[src/common/t16w_pkg.sv]
// Constants and types shared by the 16-bit waveform timer.
package t16w_pkg;
	// =========================================================
	// Register map.
	localparam logic [2:0] ADDR_CTRL = 3'h0;
	localparam logic [2:0] ADDR_CNT  = 3'h1;
	localparam logic [2:0] ADDR_CMPA = 3'h2;
	localparam logic [2:0] ADDR_CMPB = 3'h3;
	localparam logic [2:0] ADDR_CAP  = 3'h4;
	localparam logic [2:0] ADDR_FLG  = 3'h5;
	// Control field positions.
	localparam int WGM_LSB = 0;
	localparam int OMA_LSB = 4;
	localparam int OMB_LSB = 6;
	localparam int PS_LSB  = 8;
	localparam int DIRA    = 11;
	localparam int DIRB    = 12;
	// Flag bit positions.
	localparam int FLG_OVF  = 0;
	localparam int FLG_CMPA = 1;
	localparam int FLG_CMPB = 2;
	localparam int FLG_CAP  = 3;
	// =========================================================
	// Waveform selector values.
	localparam logic [3:0] WGM_NORMAL  = 4'h0;
	localparam logic [3:0] WGM_PC_8    = 4'h1;
	localparam logic [3:0] WGM_PC_9    = 4'h2;
	localparam logic [3:0] WGM_PC_10   = 4'h3;
	localparam logic [3:0] WGM_CTC_A   = 4'h4;
	localparam logic [3:0] WGM_FP_8    = 4'h5;
	localparam logic [3:0] WGM_FP_9    = 4'h6;
	localparam logic [3:0] WGM_FP_10   = 4'h7;
	localparam logic [3:0] WGM_PC_CAP  = 4'ha;
	localparam logic [3:0] WGM_PC_A    = 4'hb;
	localparam logic [3:0] WGM_CTC_CAP = 4'hc;
	localparam logic [3:0] WGM_FP_CAP  = 4'he;
	localparam logic [3:0] WGM_FP_A    = 4'hf;
	localparam logic [15:0] TOP_8   = 16'h00ff;
	localparam logic [15:0] TOP_9   = 16'h01ff;
	localparam logic [15:0] TOP_10  = 16'h03ff;
	localparam logic [15:0] CNT_MAX = 16'hffff;
	localparam logic [15:0] ZERO16  = 16'h0000;
	// Output modes.
	localparam logic [1:0] OM_OFF    = 2'h0;
	localparam logic [1:0] OM_TOGGLE = 2'h1;
	localparam logic [1:0] OM_NONINV = 2'h2;
	localparam logic [1:0] OM_INV    = 2'h3;
	// Prescaler selections and their divide-minus-one counts.
	localparam logic [2:0] PS_STOP = 3'h0;
	localparam logic [2:0] PS_1    = 3'h1;
	localparam logic [2:0] PS_8    = 3'h2;
	localparam logic [2:0] PS_64   = 3'h3;
	localparam logic [2:0] PS_256  = 3'h4;
	localparam logic [9:0] DIV1_M1    = 10'h000;
	localparam logic [9:0] DIV8_M1    = 10'h007;
	localparam logic [9:0] DIV64_M1   = 10'h03f;
	localparam logic [9:0] DIV256_M1  = 10'h0ff;
	localparam logic [9:0] DIV1024_M1 = 10'h3ff;
	localparam int NCH = 2;
	typedef enum logic [1:0] {
		KIND_NORMAL,
		KIND_CTC,
		KIND_FAST,
		KIND_PHASE
	} t16w_kind_e;
endpackage : t16w_pkg

[src/hdl/t16w_prescaler.sv]
// Prescaler that turns the system clock into a timer tick enable.
`timescale 1ns/1ps
`default_nettype none
module t16w_prescaler (
	input  wire logic       i_clk,
	input  wire logic       i_rst_b,
	input  wire logic [2:0] i_sel,
	output logic            o_tick
);
	typedef struct packed {
		logic [9:0] div;
		logic       tick;
	} t16w_ps_s;
	t16w_ps_s s_q;
	t16w_ps_s s_d;
	logic [9:0] lim;

	always_comb begin
		s_d = s_q;
		s_d.tick = 1'b0;
		case (i_sel)
			t16w_pkg::PS_1:   lim = t16w_pkg::DIV1_M1;
			t16w_pkg::PS_8:   lim = t16w_pkg::DIV8_M1;
			t16w_pkg::PS_64:  lim = t16w_pkg::DIV64_M1;
			t16w_pkg::PS_256: lim = t16w_pkg::DIV256_M1;
			default:          lim = t16w_pkg::DIV1024_M1;
		endcase
		if (i_sel == t16w_pkg::PS_STOP) begin
			s_d.div = 10'h000;
		end else if (s_q.div >= lim) begin
			s_d.div = 10'h000;
			s_d.tick = 1'b1;
		end else begin
			s_d.div = s_q.div + 10'h001;
		end
	end

	always_ff @(posedge i_clk or negedge i_rst_b) begin
		if (!i_rst_b) begin
			s_q <= '0;
		end else begin
			s_q <= s_d;
		end
	end

	assign o_tick = s_q.tick;
endmodule : t16w_prescaler
`default_nettype wire

[src/hdl/t16w_channel.sv]
// One compare channel: buffered compare value, match and waveform bit.
`timescale 1ns/1ps
`default_nettype none
module t16w_channel (
	input  wire logic               i_clk,
	input  wire logic               i_rst_b,
	input  wire logic               i_tick,
	input  wire t16w_pkg::t16w_kind_e i_kind,
	input  wire logic               i_wr,
	input  wire logic [15:0]        i_wdata,
	input  wire logic               i_load,
	input  wire logic [15:0]        i_count,
	input  wire logic               i_at_top,
	input  wire logic               i_down,
	input  wire logic [1:0]         i_out_mode,
	input  wire logic               i_toggle_ok,
	output logic [15:0]             o_active,
	output logic [15:0]             o_buffer,
	output logic                    o_match,
	output logic                    o_wave
);
	typedef struct packed {
		logic [15:0] active;
		logic [15:0] buffer;
		logic        wave;
	} t16w_ch_s;
	t16w_ch_s s_q;
	t16w_ch_s s_d;
	logic     pwm;

	assign pwm = (i_kind == t16w_pkg::KIND_FAST) || (i_kind == t16w_pkg::KIND_PHASE);
	assign o_match = i_tick && (i_count == s_q.active);

	always_comb begin
		s_d = s_q;
		if (i_load) begin
			s_d.active = s_q.buffer;
		end
		if (i_wr) begin
			s_d.buffer = i_wdata;
			// Outside PWM a write takes effect at once, so a low top can be missed.
			if (!pwm) begin
				s_d.active = i_wdata;
			end
		end
		case (i_kind)
			t16w_pkg::KIND_FAST: begin
				if (i_tick && i_out_mode == t16w_pkg::OM_NONINV) begin
					if (i_at_top) begin
						s_d.wave = 1'b0;
					end else if (o_match) begin
						s_d.wave = 1'b1;
					end
				end else if (i_tick && i_out_mode == t16w_pkg::OM_INV) begin
					if (i_at_top) begin
						s_d.wave = 1'b1;
					end else if (o_match) begin
						s_d.wave = 1'b0;
					end
				end else if (o_match && i_toggle_ok && i_out_mode == t16w_pkg::OM_TOGGLE) begin
					s_d.wave = ~s_q.wave;
				end
			end
			t16w_pkg::KIND_PHASE: begin
				if (o_match) begin
					case (i_out_mode)
						t16w_pkg::OM_NONINV: s_d.wave = i_down;
						t16w_pkg::OM_INV:    s_d.wave = ~i_down;
						t16w_pkg::OM_TOGGLE: s_d.wave = i_toggle_ok ? ~s_q.wave : s_q.wave;
						default:             s_d.wave = s_q.wave;
					endcase
				end
			end
			default: begin
				if (o_match) begin
					case (i_out_mode)
						t16w_pkg::OM_TOGGLE: s_d.wave = ~s_q.wave;
						t16w_pkg::OM_NONINV: s_d.wave = 1'b0;
						t16w_pkg::OM_INV:    s_d.wave = 1'b1;
						default:             s_d.wave = s_q.wave;
					endcase
				end
			end
		endcase
	end

	always_ff @(posedge i_clk or negedge i_rst_b) begin
		if (!i_rst_b) begin
			s_q <= '0;
		end else begin
			s_q <= s_d;
		end
	end

	assign o_active = s_q.active;
	assign o_buffer = s_q.buffer;
	assign o_wave = s_q.wave;
endmodule : t16w_channel
`default_nettype wire

[src/hdl/t16w_timer.sv]
// Top of the 16-bit waveform timer: counter, modes, flags, registers, pins.
`timescale 1ns/1ps
`default_nettype none
module t16w_timer (
	input  wire logic        i_clk,
	input  wire logic        i_rst_b,
	input  wire logic [2:0]  i_addr,
	input  wire logic [15:0] i_wdata,
	input  wire logic        i_wr,
	input  wire logic        i_rd,
	output logic [15:0]      o_rdata,
	output logic             o_pin_a,
	output logic             o_pin_a_oe_b,
	output logic             o_pin_b,
	output logic             o_pin_b_oe_b
);
	// =========================================================
	// State.
	typedef struct packed {
		logic [3:0]  wgm;
		logic [1:0]  om_a;
		logic [1:0]  om_b;
		logic [2:0]  ps;
		logic        dir_a;
		logic        dir_b;
		logic [15:0] count;
		logic        down;
		logic [15:0] capture;
		logic [3:0]  flags;
		logic [15:0] rdata;
		logic        pin_a;
		logic        oe_a_b;
		logic        pin_b;
		logic        oe_b_b;
	} t16w_top_s;

	localparam int NCH_W = t16w_pkg::NCH;

	t16w_top_s            s_q;
	t16w_top_s            s_d;
	t16w_pkg::t16w_kind_e kind;
	logic                 tick;
	logic [15:0]          top_val;
	logic [15:0]          wmask;
	logic                 top_is_cap;
	logic                 at_top;
	logic                 load;
	logic [NCH_W-1:0]     ch_wr;
	logic [1:0]           ch_om [2];
	logic [15:0]          ch_act [2];
	logic [15:0]          ch_buf [2];
	logic [1:0]           ch_match;
	logic [1:0]           ch_wave;
	logic [1:0]           ch_tog;

	// =========================================================
	// Timer tick.
	t16w_prescaler u_ps (
		.i_clk   (i_clk),
		.i_rst_b (i_rst_b),
		.i_sel   (s_q.ps),
		.o_tick  (tick)
	);

	// =========================================================
	// Mode decode: kind of counting, source of top, compare mask.
	always_comb begin
		kind = t16w_pkg::KIND_NORMAL;
		top_val = t16w_pkg::CNT_MAX;
		wmask = t16w_pkg::CNT_MAX;
		top_is_cap = 1'b0;
		case (s_q.wgm)
			t16w_pkg::WGM_CTC_A: begin
				kind = t16w_pkg::KIND_CTC;
				top_val = ch_act[0];
			end
			t16w_pkg::WGM_CTC_CAP: begin
				kind = t16w_pkg::KIND_CTC;
				top_val = s_q.capture;
				top_is_cap = 1'b1;
			end
			t16w_pkg::WGM_FP_8: begin
				kind = t16w_pkg::KIND_FAST;
				top_val = t16w_pkg::TOP_8;
				wmask = t16w_pkg::TOP_8;
			end
			t16w_pkg::WGM_FP_9: begin
				kind = t16w_pkg::KIND_FAST;
				top_val = t16w_pkg::TOP_9;
				wmask = t16w_pkg::TOP_9;
			end
			t16w_pkg::WGM_FP_10: begin
				kind = t16w_pkg::KIND_FAST;
				top_val = t16w_pkg::TOP_10;
				wmask = t16w_pkg::TOP_10;
			end
			t16w_pkg::WGM_FP_CAP: begin
				kind = t16w_pkg::KIND_FAST;
				top_val = s_q.capture;
				top_is_cap = 1'b1;
			end
			t16w_pkg::WGM_FP_A: begin
				kind = t16w_pkg::KIND_FAST;
				top_val = ch_act[0];
			end
			t16w_pkg::WGM_PC_8: begin
				kind = t16w_pkg::KIND_PHASE;
				top_val = t16w_pkg::TOP_8;
				wmask = t16w_pkg::TOP_8;
			end
			t16w_pkg::WGM_PC_9: begin
				kind = t16w_pkg::KIND_PHASE;
				top_val = t16w_pkg::TOP_9;
				wmask = t16w_pkg::TOP_9;
			end
			t16w_pkg::WGM_PC_10: begin
				kind = t16w_pkg::KIND_PHASE;
				top_val = t16w_pkg::TOP_10;
				wmask = t16w_pkg::TOP_10;
			end
			t16w_pkg::WGM_PC_CAP: begin
				kind = t16w_pkg::KIND_PHASE;
				top_val = s_q.capture;
				top_is_cap = 1'b1;
			end
			t16w_pkg::WGM_PC_A: begin
				kind = t16w_pkg::KIND_PHASE;
				top_val = ch_act[0];
			end
			default: begin
				kind = t16w_pkg::KIND_NORMAL;
			end
		endcase
	end

	// Top is only reached on the rising side; a top written below the count
	// is passed by and caught again after the wrap through zero.
	assign at_top = tick && !s_q.down && (s_q.count == top_val);
	assign load = at_top && ((kind == t16w_pkg::KIND_FAST) || (kind == t16w_pkg::KIND_PHASE));

	// =========================================================
	// Compare channels.
	assign ch_om[0] = s_q.om_a;
	assign ch_om[1] = s_q.om_b;
	assign ch_tog[0] = (s_q.wgm == t16w_pkg::WGM_FP_A) || (s_q.wgm == t16w_pkg::WGM_PC_A);
	assign ch_tog[1] = 1'b0;

	generate
		for (genvar i = 0; i < NCH_W; i++) begin : g_ch
			assign ch_wr[i] = i_wr && (i_addr == (t16w_pkg::ADDR_CMPA + 3'(i)));
			t16w_channel u_ch (
				.i_clk       (i_clk),
				.i_rst_b     (i_rst_b),
				.i_tick      (tick),
				.i_kind      (kind),
				.i_wr        (ch_wr[i]),
				.i_wdata     (i_wdata & wmask),
				.i_load      (load),
				.i_count     (s_q.count),
				.i_at_top    (at_top),
				.i_down      (s_q.down),
				.i_out_mode  (ch_om[i]),
				.i_toggle_ok (ch_tog[i]),
				.o_active    (ch_act[i]),
				.o_buffer    (ch_buf[i]),
				.o_match     (ch_match[i]),
				.o_wave      (ch_wave[i])
			);
		end
	endgenerate

	// =========================================================
	// Counter, flags, register writes and reads.
	always_comb begin
		logic [3:0] fset;
		logic [3:0] fclr;
		fset = 4'h0;
		fclr = 4'h0;
		s_d = s_q;
		s_d.rdata = t16w_pkg::ZERO16;

		if (tick) begin
			case (kind)
				t16w_pkg::KIND_CTC: begin
					if (at_top) begin
						s_d.count = t16w_pkg::ZERO16;
					end else begin
						s_d.count = s_q.count + 16'h0001;
					end
					if (s_q.count == t16w_pkg::CNT_MAX) begin
						fset[t16w_pkg::FLG_OVF] = 1'b1;
					end
				end
				t16w_pkg::KIND_FAST: begin
					if (at_top) begin
						s_d.count = t16w_pkg::ZERO16;
						fset[t16w_pkg::FLG_OVF] = 1'b1;
					end else begin
						s_d.count = s_q.count + 16'h0001;
					end
				end
				t16w_pkg::KIND_PHASE: begin
					if (!s_q.down) begin
						if (at_top) begin
							s_d.down = 1'b1;
							s_d.count = s_q.count - 16'h0001;
						end else begin
							s_d.count = s_q.count + 16'h0001;
						end
					end else if (s_q.count == t16w_pkg::ZERO16) begin
						s_d.down = 1'b0;
						s_d.count = 16'h0001;
						fset[t16w_pkg::FLG_OVF] = 1'b1;
					end else begin
						s_d.count = s_q.count - 16'h0001;
					end
				end
				default: begin
					s_d.count = s_q.count + 16'h0001;
					if (s_q.count == t16w_pkg::CNT_MAX) begin
						fset[t16w_pkg::FLG_OVF] = 1'b1;
					end
				end
			endcase
		end
		if (kind != t16w_pkg::KIND_PHASE) begin
			s_d.down = 1'b0;
		end

		// With compare A as top its own match marks top; capture needs a term.
		fset[t16w_pkg::FLG_CMPA] = ch_match[0];
		fset[t16w_pkg::FLG_CMPB] = ch_match[1];
		if (at_top && top_is_cap) begin
			fset[t16w_pkg::FLG_CAP] = 1'b1;
		end

		if (i_wr) begin
			if (i_addr == t16w_pkg::ADDR_CTRL) begin
				s_d.wgm = i_wdata[t16w_pkg::WGM_LSB +: 4];
				s_d.om_a = i_wdata[t16w_pkg::OMA_LSB +: 2];
				s_d.om_b = i_wdata[t16w_pkg::OMB_LSB +: 2];
				s_d.ps = i_wdata[t16w_pkg::PS_LSB +: 3];
				s_d.dir_a = i_wdata[t16w_pkg::DIRA];
				s_d.dir_b = i_wdata[t16w_pkg::DIRB];
			end else if (i_addr == t16w_pkg::ADDR_CNT) begin
				s_d.count = i_wdata;
			end else if (i_addr == t16w_pkg::ADDR_CAP) begin
				s_d.capture = i_wdata;
			end else if (i_addr == t16w_pkg::ADDR_FLG) begin
				fclr = i_wdata[3:0];
			end
		end
		// A flag raised in the cycle it is cleared survives.
		s_d.flags = (s_q.flags & ~fclr) | fset;

		if (i_rd) begin
			if (i_addr == t16w_pkg::ADDR_CTRL) begin
				s_d.rdata[t16w_pkg::WGM_LSB +: 4] = s_q.wgm;
				s_d.rdata[t16w_pkg::OMA_LSB +: 2] = s_q.om_a;
				s_d.rdata[t16w_pkg::OMB_LSB +: 2] = s_q.om_b;
				s_d.rdata[t16w_pkg::PS_LSB +: 3] = s_q.ps;
				s_d.rdata[t16w_pkg::DIRA] = s_q.dir_a;
				s_d.rdata[t16w_pkg::DIRB] = s_q.dir_b;
			end else if (i_addr == t16w_pkg::ADDR_CNT) begin
				s_d.rdata = s_q.count;
			end else if (i_addr == t16w_pkg::ADDR_CMPA) begin
				s_d.rdata = ch_buf[0];
			end else if (i_addr == t16w_pkg::ADDR_CMPB) begin
				s_d.rdata = ch_buf[1];
			end else if (i_addr == t16w_pkg::ADDR_CAP) begin
				s_d.rdata = s_q.capture;
			end else if (i_addr == t16w_pkg::ADDR_FLG) begin
				s_d.rdata[3:0] = s_q.flags;
			end
		end

		// Pins: driven only with the direction bit set and a mode selected.
		s_d.pin_a = ch_wave[0];
		s_d.pin_b = ch_wave[1];
		s_d.oe_a_b = ~(s_q.dir_a && (s_q.om_a != t16w_pkg::OM_OFF));
		s_d.oe_b_b = ~(s_q.dir_b && (s_q.om_b != t16w_pkg::OM_OFF));
	end

	always_ff @(posedge i_clk or negedge i_rst_b) begin
		if (!i_rst_b) begin
			s_q <= '0;
			s_q.oe_a_b <= 1'b1;
			s_q.oe_b_b <= 1'b1;
		end else begin
			s_q <= s_d;
		end
	end

	assign o_rdata = s_q.rdata;
	assign o_pin_a = s_q.pin_a;
	assign o_pin_a_oe_b = s_q.oe_a_b;
	assign o_pin_b = s_q.pin_b;
	assign o_pin_b_oe_b = s_q.oe_b_b;
endmodule : t16w_timer
`default_nettype wire

[config.mk]
export PLATFORM = sky130hd
export DESIGN_NAME = t16w_timer
export DESIGN_NICKNAME = d
export VERILOG_FILES = /design/src/common/t16w_pkg.sv /design/src/hdl/t16w_prescaler.sv /design/src/hdl/t16w_channel.sv /design/src/hdl/t16w_timer.sv
export SDC_FILE = /design/constraint.sdc
export NUM_CORES = 1
export LEC_CHECK = 0
export BUFFER_PORTS_ARGS = -buffer_cell sky130_fd_sc_hd__buf_2
export CAP_MARGIN = 20
export CORE_UTILIZATION = 50
export DETAILED_ROUTE_END_ITERATION = 16
export GPL_TIMING_DRIVEN = 1
export PLACE_DENSITY = 0.67
export SKIP_LAST_GASP = 1
export SLEW_MARGIN = 10
export SYNTH_ARGS = -nofsm -noshare
export SYNTH_HDL_FRONTEND = slang
export SYNTH_SLANG_ARGS = --single-unit
[constraint.sdc]
create_clock -name i_clk -period 4.7 [get_ports i_clk]
set_input_delay 0.235 -clock i_clk [delete_from_list [all_inputs] [get_ports i_clk]]
set_output_delay 0.235 -clock i_clk [all_outputs]
set_load 0.005 [all_outputs]
Word level (Yosys, flattened, before mapping). Index checks and enable logic that the tools add are counted.

Register bits: 147. Bits of input ports: 23. Word-level logic and storage cells: 200.

Add/subtract/negate cells: 3. Order comparisons: 1. Equality and inequality tests: 46. Muxes and demuxes: 72. Bitwise operators: 11. Reductions and logical operators: 44.

Operator list (count): 16-bit 2-to-1 mux (14); 16-bit one-hot mux with 5 select lines (1); 32-bit 2-to-1 mux (2); 16-bit equality test (3); 16-bit one-hot mux with 3 select lines (1); 10-bit one-hot mux with 4 select lines (1); 17-bit 2-to-1 mux (2); 16-bit one-hot mux with 2 select lines (1); 1-bit 2-to-1 mux (30); 4-bit 2-to-1 mux (7); 4-bit equality test (second input constant) (5); 10-bit 2-to-1 mux (2); 16-bit by 1-bit adder with 16-bit output (second input constant) (1); 16-bit bitwise AND (1); 16-bit equality test (second input constant) (1); 4-bit by 3-bit equality test with 1-bit output (second input constant) (4); 1-bit logical AND (16); 16-bit logical NOT (1); 16-bit by 1-bit subtractor with 16-bit output (second input constant) (1); 3-bit by 2-bit inequality test with 1-bit output (second input constant) (5); 13-bit 2-to-1 mux (1); 2-bit equality test (second input constant) (6); 3-bit by 2-bit equality test with 1-bit output (second input constant) (4); 12-bit 2-to-1 mux (1); other kinds (31) (66).

Logic depth before layout (Yosys ltp). Gate-level depths: netlist (run 1).

Word-level depth: 12. Mapped depth: 18.

By module. From an unflattened synthesis (run 1), not the netlist that was laid out.

Cell total of the unflattened synthesis: 1071. Area, all modules: 9799.4 um2.

Modules (own cells, without submodules): t16w_timer (instances 1, cells an instance 676, area each 5512.8 um2, sequential area each 1754.2 um2); t16w_channel (instances 2, cells an instance 155, area each 1697.9 um2, sequential area each 825.8 um2); t16w_prescaler (instances 1, cells an instance 85, area each 890.9 um2, sequential area each 275.3 um2).

Worst setup path after synthesis (run 1). Ideal clock, no wire load.

Path kind: register to register. Start point: register s_q[69] (netlist name). End point: register s_q[52] (netlist name). Setup time: 76 ps. Arrival time: 3244 ps. Data required time: 4624 ps. Path slack: 1379 ps. Stages on the path, launching flop included: 18. Path buffers: 3. Period minus slack after synthesis: 3321 ps. Path through: dfrtp_1 -> buf_2 -> inv_1 -> clkbuf_1 -> nand2_1 -> nand2b_1 -> clkbuf_1 -> inv_1 -> nor2_1 -> a21oi_1 -> inv_1 -> ha_1 -> inv_1 -> nor2_1 -> nor2_2 -> or4_1 -> o211a_1 -> o21ai_1.

RTL lines: from (decl) (RTL line t16w_timer.sv:39) `t16w_top_s s_q;`.

==> summary.txt, run 1 <==
Post-synth EDFFs: 0
Final worst slack: 0.679 ns
Maximum vdd drop: 312 uV
First-pass GRT wire length: 47,400 um
Startpoint type of the worst setup path: flip-flop
WP data required: 5.02 ns
Reg2reg path depth: 11
Deepest clock path buffer count: 2
Row cnt: 50
Worst R2R Setup Slack: 0.68 ns
Setup TNS: 0 ns
Reg2Reg Launch Point: s_q[66]$_DFFE_PN0P_
Clock slew seen by the registers of the worst setup and hold paths: 0.07 ns
Unique masters post-synth: 67
LEAKAGE: 4.52 nW
DR WL/cell: 22.7 um
Yosys warning count: 0
Dominant synthesized flop cell: dfrtp_1
Slew @ Worst Pin: 0.960 ns
Hold EP: g_ch[0].u_ch.o_active[10]$_DFF_PN0_
GRT Residual Overflow: 0
Count leader, synth: dfrtp_1
Area share of the largest cell type after synthesis: 38.2%
Die height: 140 um
Mapped Area: 9510 um2
TritonCTS Buffers: 17
Drt pass-1 iters: 6
Crit path launch: s_q[66]$_DFFE_PN0P_
Critical Path End Type: flip-flop
Power density cells: 455 nW/um2
Setup violations, final: 0
Area grow syn2layout: 9.32%
Endpoints failing hold: 0
Most frequent cells after synthesis: 145 x dfrtp_1, 112 x nand2_1, 83 x nor2_1, 82 x o21ai_0, 61 x a21oi_1
Max frequency: 0.249 GHz
Final hold slack: 0.123 ns
CORE AREA: 18,600 um2
# DRC: 0
Hold depth: 3
Slowest stage delay, CP: 0.68 ns
CP max FO: 21
Dpl cells: 1,286
Iter 0 DRT Violations: 989
N_diodes: 0
Syn nets: 1,117
Post-synthesis instance total: 1,076
GRT Total Usage: 32.0%
Post-Place Setup Slack: 0.788 ns
Clock sink count: 147
Die area: 19,600 um2
Port bufs: 42
Clk Latency, worst-skew pair: 0.44 ns
Final Power: 4.73 mW
Fin util: 55.8%
HPWL Detailed: 21,200 um
Layout Skew: 0.00892 ns
Vias in the first global route: 8,130
Max transition margin: 35.9%
Final WL: 30,000 um
Share of synthesized registers carrying an async set or reset: 100%
MaxCap Viol Count: 0
RSZ-0062 raised after global routing: false
Horiz. Die Dim: 140 um
Share of cells above drive strength 1: 16.0%
R2r endpoint: s_q[42]$_DFF_PN0_
I/O pin total: 43
Yosys top cell by area: dfrtp_1
H-tree depth: 4
Final-report max-slew violation count: 0
Slowest CP cell: nand3_1
Initial Util: 51.0%
Outcome: complete, no violations
Seq cells post-synth: 147
Synth top area cells: dfrtp_1 38%, mux2_2 5.0%, xnor2_1 4.6%
Crit share post-route: 85.5%
Register area share after synthesis: 38.7%
Crit path DAT: 4.34 ns
Fin cells: 1,320
Final min period: 4.02 ns
Tightest Hold Check Type: in -> reg
Initial antenna violation count: 0
RePlAce Congestion: 0.940
Vias: 8,455
Vias per inst: 6.41
CTS tree: yes
Final Cell Area: 10,400 um2
Largest net degree at the start of global routing: 55
Worst min-delay path startpoint: i_wdata[10]
ANT nets after route: 0
Placed cell area: 9820 um2
Root Buffer: clkbuf_16
Mean Syn Cell Area: 8.84 um2
Nets: 1,114
CP Class: reg -> reg
CP cell instances: buf_4 -> nand2_1 -> o221a_1 -> or3_1 -> a211o_1 -> nor4_4 -> nand3_1 -> buf_4 -> a211o_1 -> o211ai_1 -> a21oi_1
[metal layers]
layer	routed length [um]	track usage, %
met4	850	12.6
met5	0	0
met3	2210	5.71
met1	13000	44.2
met2	14000	50.1
[cells by family after synthesis]
logic type	count (synthesis)	synth area share [%]
DFF	147	38.7
buffers and inverters	123	5.74
adders and majority gates	18	2.37
AOI/OAI and AO/OA	288	19.8
and+or+nand+nor	354	18.3
xor gates and xnor gates	65	5.99
muxes	81	9.08
[layout make-up]
cell class	instances	area [um2]
clock buffer	17	425
clock inverter	15	139
inverter	26	97.6
sequential	147	3680
multi-input combinational	806	5300
tap	234	293
fill	1712	8250
timing repair buffer	75	464
[where the power goes]
| group | switching (mW) | leakage, nW | internal [mW] | total [mW] |
|---|---|---|---|---|
| Clock | 0.640 | 0.276 | 0.701 | 1.34 |
| Combinational | 0.858 | 2.44 | 0.623 | 1.48 |
| Sequential | 0.360 | 1.81 | 1.54 | 1.90 |
[flip-flops by register name (all words and copies together), names as in the netlist]
register / flops
s_q: 46
g_ch.u_ch.o_active: 32
g_ch.u_ch.o_buffer: 32
o_rdata: 16
u_ps.s_q: 10
ch_om: 4
g_ch.u_ch.o_wave: 2
o_pin_a: 1
o_pin_a_oe_b: 1
o_pin_b: 1
o_pin_b_oe_b: 1
u_ps.o_tick: 1
[cells in the final DEF, fill, tap and decap left out, drive strengths merged, types with 5 or more instances in the layout]
master   netlist  routed
dfrtp        145     145
clkbuf        58      17
nand4         11      11
nand2b        26      26
nand3         33      33
o32ai          8       8
o211ai         9       9
a21o          15      15
nor3          17      17
and3          19      19
xor2          15      15
a31o           7       7
o22ai         17      17
a2bb2oi        7       7
inv           26      36
nor2b          5       5
o221ai        12      12
a211oi        13      13
a2111oi       11      11
mux2i         39      39
nor2          85      85
nand2        112     112
and4           5       5
xnor2         50      50
a31oi          8       8
o21ai         87      87
ha            18      18
mux2          42      42
buf           39      74
nor4          15      15
a21oi         61      61
[worst max path at each step]
stage / slack, ns / depth (start not counted) / endpoint
floorplan: 1.38 / 17 / s_q[52]$_DFF_PN0_
global placement: 0.86 / 11 / s_q[42]$_DFF_PN0_
detailed placement: 0.79 / 11 / s_q[42]$_DFF_PN0_
CTS: 0.76 / 11 / s_q[42]$_DFF_PN0_
global route: 0.45 / 11 / s_q[42]$_DFF_PN0_
finish: 0.68 / 11 / s_q[42]$_DFF_PN0_
[critical path, delay by kind of cell, from the launching register on]
| family | cells | cell delay, ns |
|---|---|---|
| buf+inv | 2 | 0.69 |
| simple gates | 4 | 1.63 |
| compound gates | 5 | 1.06 |
| flops | 1 | 0.50 |
[timing repair]
action | 4_1_cts | 5_1_grt
hold buffers | 1 | 0
buffers inserted | 0 | 0
gates resized for setup | 0 | 0
hold endpoints to repair | 40 | 0
No activity file was read; power rests on OpenSTA's default activity.
==> inputs of run 2 (changes only) <==
--- a/config.mk
+++ b/config.mk
@@ -11,6 +11,7 @@
 export DETAILED_ROUTE_END_ITERATION = 16
 export GPL_TIMING_DRIVEN = 1
 export PLACE_DENSITY = 0.67
+export REMOVE_ABC_BUFFERS = 1
 export SKIP_LAST_GASP = 1
 export SLEW_MARGIN = 10
 export SYNTH_ARGS = -nofsm -noshare
==> run 2 against run 1 <==
  * Combinational power about the same
  * Routed wire length increased by 1.4%
  * Sequential cell count unchanged
  * Via count increased by 0.25%
  * Highest routed layer unchanged
  * Design area about the same
  * Global-route usage increased by 0.27 points
  * Utilization about the same
  * Register-to-register slack improved by 0.15 ns
  * First-iteration DRC count increased by 1.0%
  * Sequential power about the same
  * Count of clock-buffer cells in the layout increased by 4
==> summary.txt, run 2 (synthesis gave the netlist of run 1 again) <==
Outcome: complete, no violations
First-pass GRT wire length: 47,400 um
Setup violations, final: 0
Commonest cells after routing, fill and taps aside: 145 x dfrtp_1, 112 x nand2_1, 82 x o21ai_0
Post-CTS Setup Inserts: 0
Initial antenna violation count: 0
Startpoint type of the worst setup path: flip-flop
Filler Cell Count: 1,685
Final-report max-slew violation count: 0
Final WL: 30,500 um
Largest register FFs: 46
Placed cell area: 9810 um2
Max frequency: 0.258 GHz
Slowest stage delay, CP: 0.77 ns
Clk Latency, worst-skew pair: 0.43 ns
Most common cell after layout, fill and taps aside: dfrtp_1
I/O pin total: 43
RSZ-0062 raised after global routing: false
Drt pass-1 iters: 5
RePlAce Congestion: 0.957
Iter 0 DRT Violations: 999
Endpoints failing hold: 0
HPWL Detailed: 21,300 um
Share of cells above drive strength 1: 15.6%
Reg2Reg Launch Point: s_q[67]$_DFFE_PN0P_
CORE AREA: 18,600 um2
Horiz. Die Dim: 140 um
Critical path buffers and inverters: 1
Largest reg by FF count: s_q
N_diodes: 0
Deepest clock path buffer count: 2
H-tree depth: 4
Row cnt: 50
MaxCap Viol Count: 0
CP cell instances: or4b_1 -> nor2_1 -> a21oi_1 -> a2111oi_0 -> and4_1 -> nand3_1 -> buf_4 -> a21o_1 -> a221oi_1 -> o32a_1
Die height: 140 um
ANT nets after route: 0
Slew @ Worst Pin: 1.03 ns
Clock slew seen by the registers of the worst setup and hold paths: 0.06 ns
Die area: 19,600 um2
Worst min-delay path startpoint: i_wdata[8]
Final Cell Area: 10,400 um2
Slowest CP cell: or4b_1
Nets: 1,113
LEAKAGE: 4.51 nW
Critical Path End Type: flip-flop
Final worst slack: 0.824 ns
Top delay family on crit path: simple AND/OR/NAND/NOR gates
WP data required: 5.07 ns
Max transition margin: 31.2%
# DRC: 0
Post-Place Setup Slack: 0.874 ns
Vias: 8,476
Tightest Hold Check Type: in -> reg
GRT Total Usage: 32.3%
Root Buffer: clkbuf_16
Setup TNS: 0 ns
TritonCTS Buffers: 17
Crit share post-route: 82.5%
Largest net degree at the start of global routing: 108
Final min period: 3.88 ns
CP Class: reg -> reg
Layout Skew: 0.00641 ns
Vias in the first global route: 8,041
Initial Util: 51.0%
GRT Residual Overflow: 0
Power density cells: 455 nW/um2
Clock sink count: 147
DR WL/cell: 23.1 um
Maximum vdd drop: 272 uV
Port bufs: 42
Crit path DAT: 4.25 ns
CP max FO: 16
Vias per inst: 6.43
Crit path launch: s_q[67]$_DFFE_PN0P_
CTS tree: yes
Area grow syn2layout: 9.38%
[run 2: cell types whose count changed in the layout (fill, tap and decap cells not counted), moves of 2 or more]
cell        change
inv_8           -4
clkbuf_1        +3
inv_6           -5
clkinv_4        +3
bufinv_16       +2
clkinvlp_4      +2
[run 2: worst register-to-register path, cell delays in order, from the launching register on]
cell	delay, ns
dfrtp_1	0.54
or4b_1	0.78
nor2_1	0.16
a21oi_1	0.07
a2111oi_0	0.41
and4_1	0.43
nand3_1	0.45
buf_4	0.37
a21o_1	0.17
a221oi_1	0.25
o32a_1	0.19
[run 2: area by class of cell]
class	count	area, um2	area share [%]
tap	234	293	2.81
multi-input combinational	806	5290	50.9
sequential	147	3680	35.4
clock buffer	21	450	4.33
inverter	26	97.6	0.938
clock inverter	11	130	1.25
timing repair buffer	74	457	4.39
[run 2: final timing paths]
path                                                 endpoint  slack, ns  depth (start not counted)
setup reg to reg                            s_q[47]$_DFF_PN0_       0.82                         10
hold / removal             g_ch[0].u_ch.o_active[8]$_DFF_PN0_       0.13                          3
max in group asynchronous              o_pin_a_oe_b$_DFF_PN1_       3.12                          3
min in group asynchronous                o_rdata[2]$_DFF_PN0_       0.47                          2
setup / recovery                            s_q[47]$_DFF_PN0_       0.82                         10
hold reg to reg                             o_pin_b$_DFF_PN0_       0.45                          0
[run 2: per-layer routing]
metal  track usage (%)  vias up  routed length, um  share of wire (%)
met2              49.6      377              14000                 46
met1              44.5     4177              13000                 43
met3              5.71       64               2320                7.6
met5                 0        -                  0                  0
met4              15.2        0               1190                3.9
li1                  -     3858                  -                  -
[run 2: per-stage QoR]
step | cells | utilization (%) | hold slack (ns) | total power [mW]
final | 1319 | 55.8 | 0.126 | 4.74
after global routing | 1319 | 55.8 | 0.129 | 4.99
after CTS | 1318 | 55.8 | 0.109 | 4.71
after detailed placement | 1285 | 52.6 | 0.427 | 3.35
after global placement | 1285 | 52.6 | 0.430 | 3.32
after floorplan | 979 | - | -0.0606 | 2.80
[run 2: report_power, final]
part	switching, mW	total (mW)	internal (mW)
Sequential	0.381	1.92	1.54
Combinational	0.829	1.45	0.617
Clock	0.568	1.37	0.798
[run 2: repair_timing]
action	in CTS	in global routing
hold endpoints to repair	23	0
hold buffers	1	0
gates resized for setup	0	0
endpoints found under the setup margin	0	0
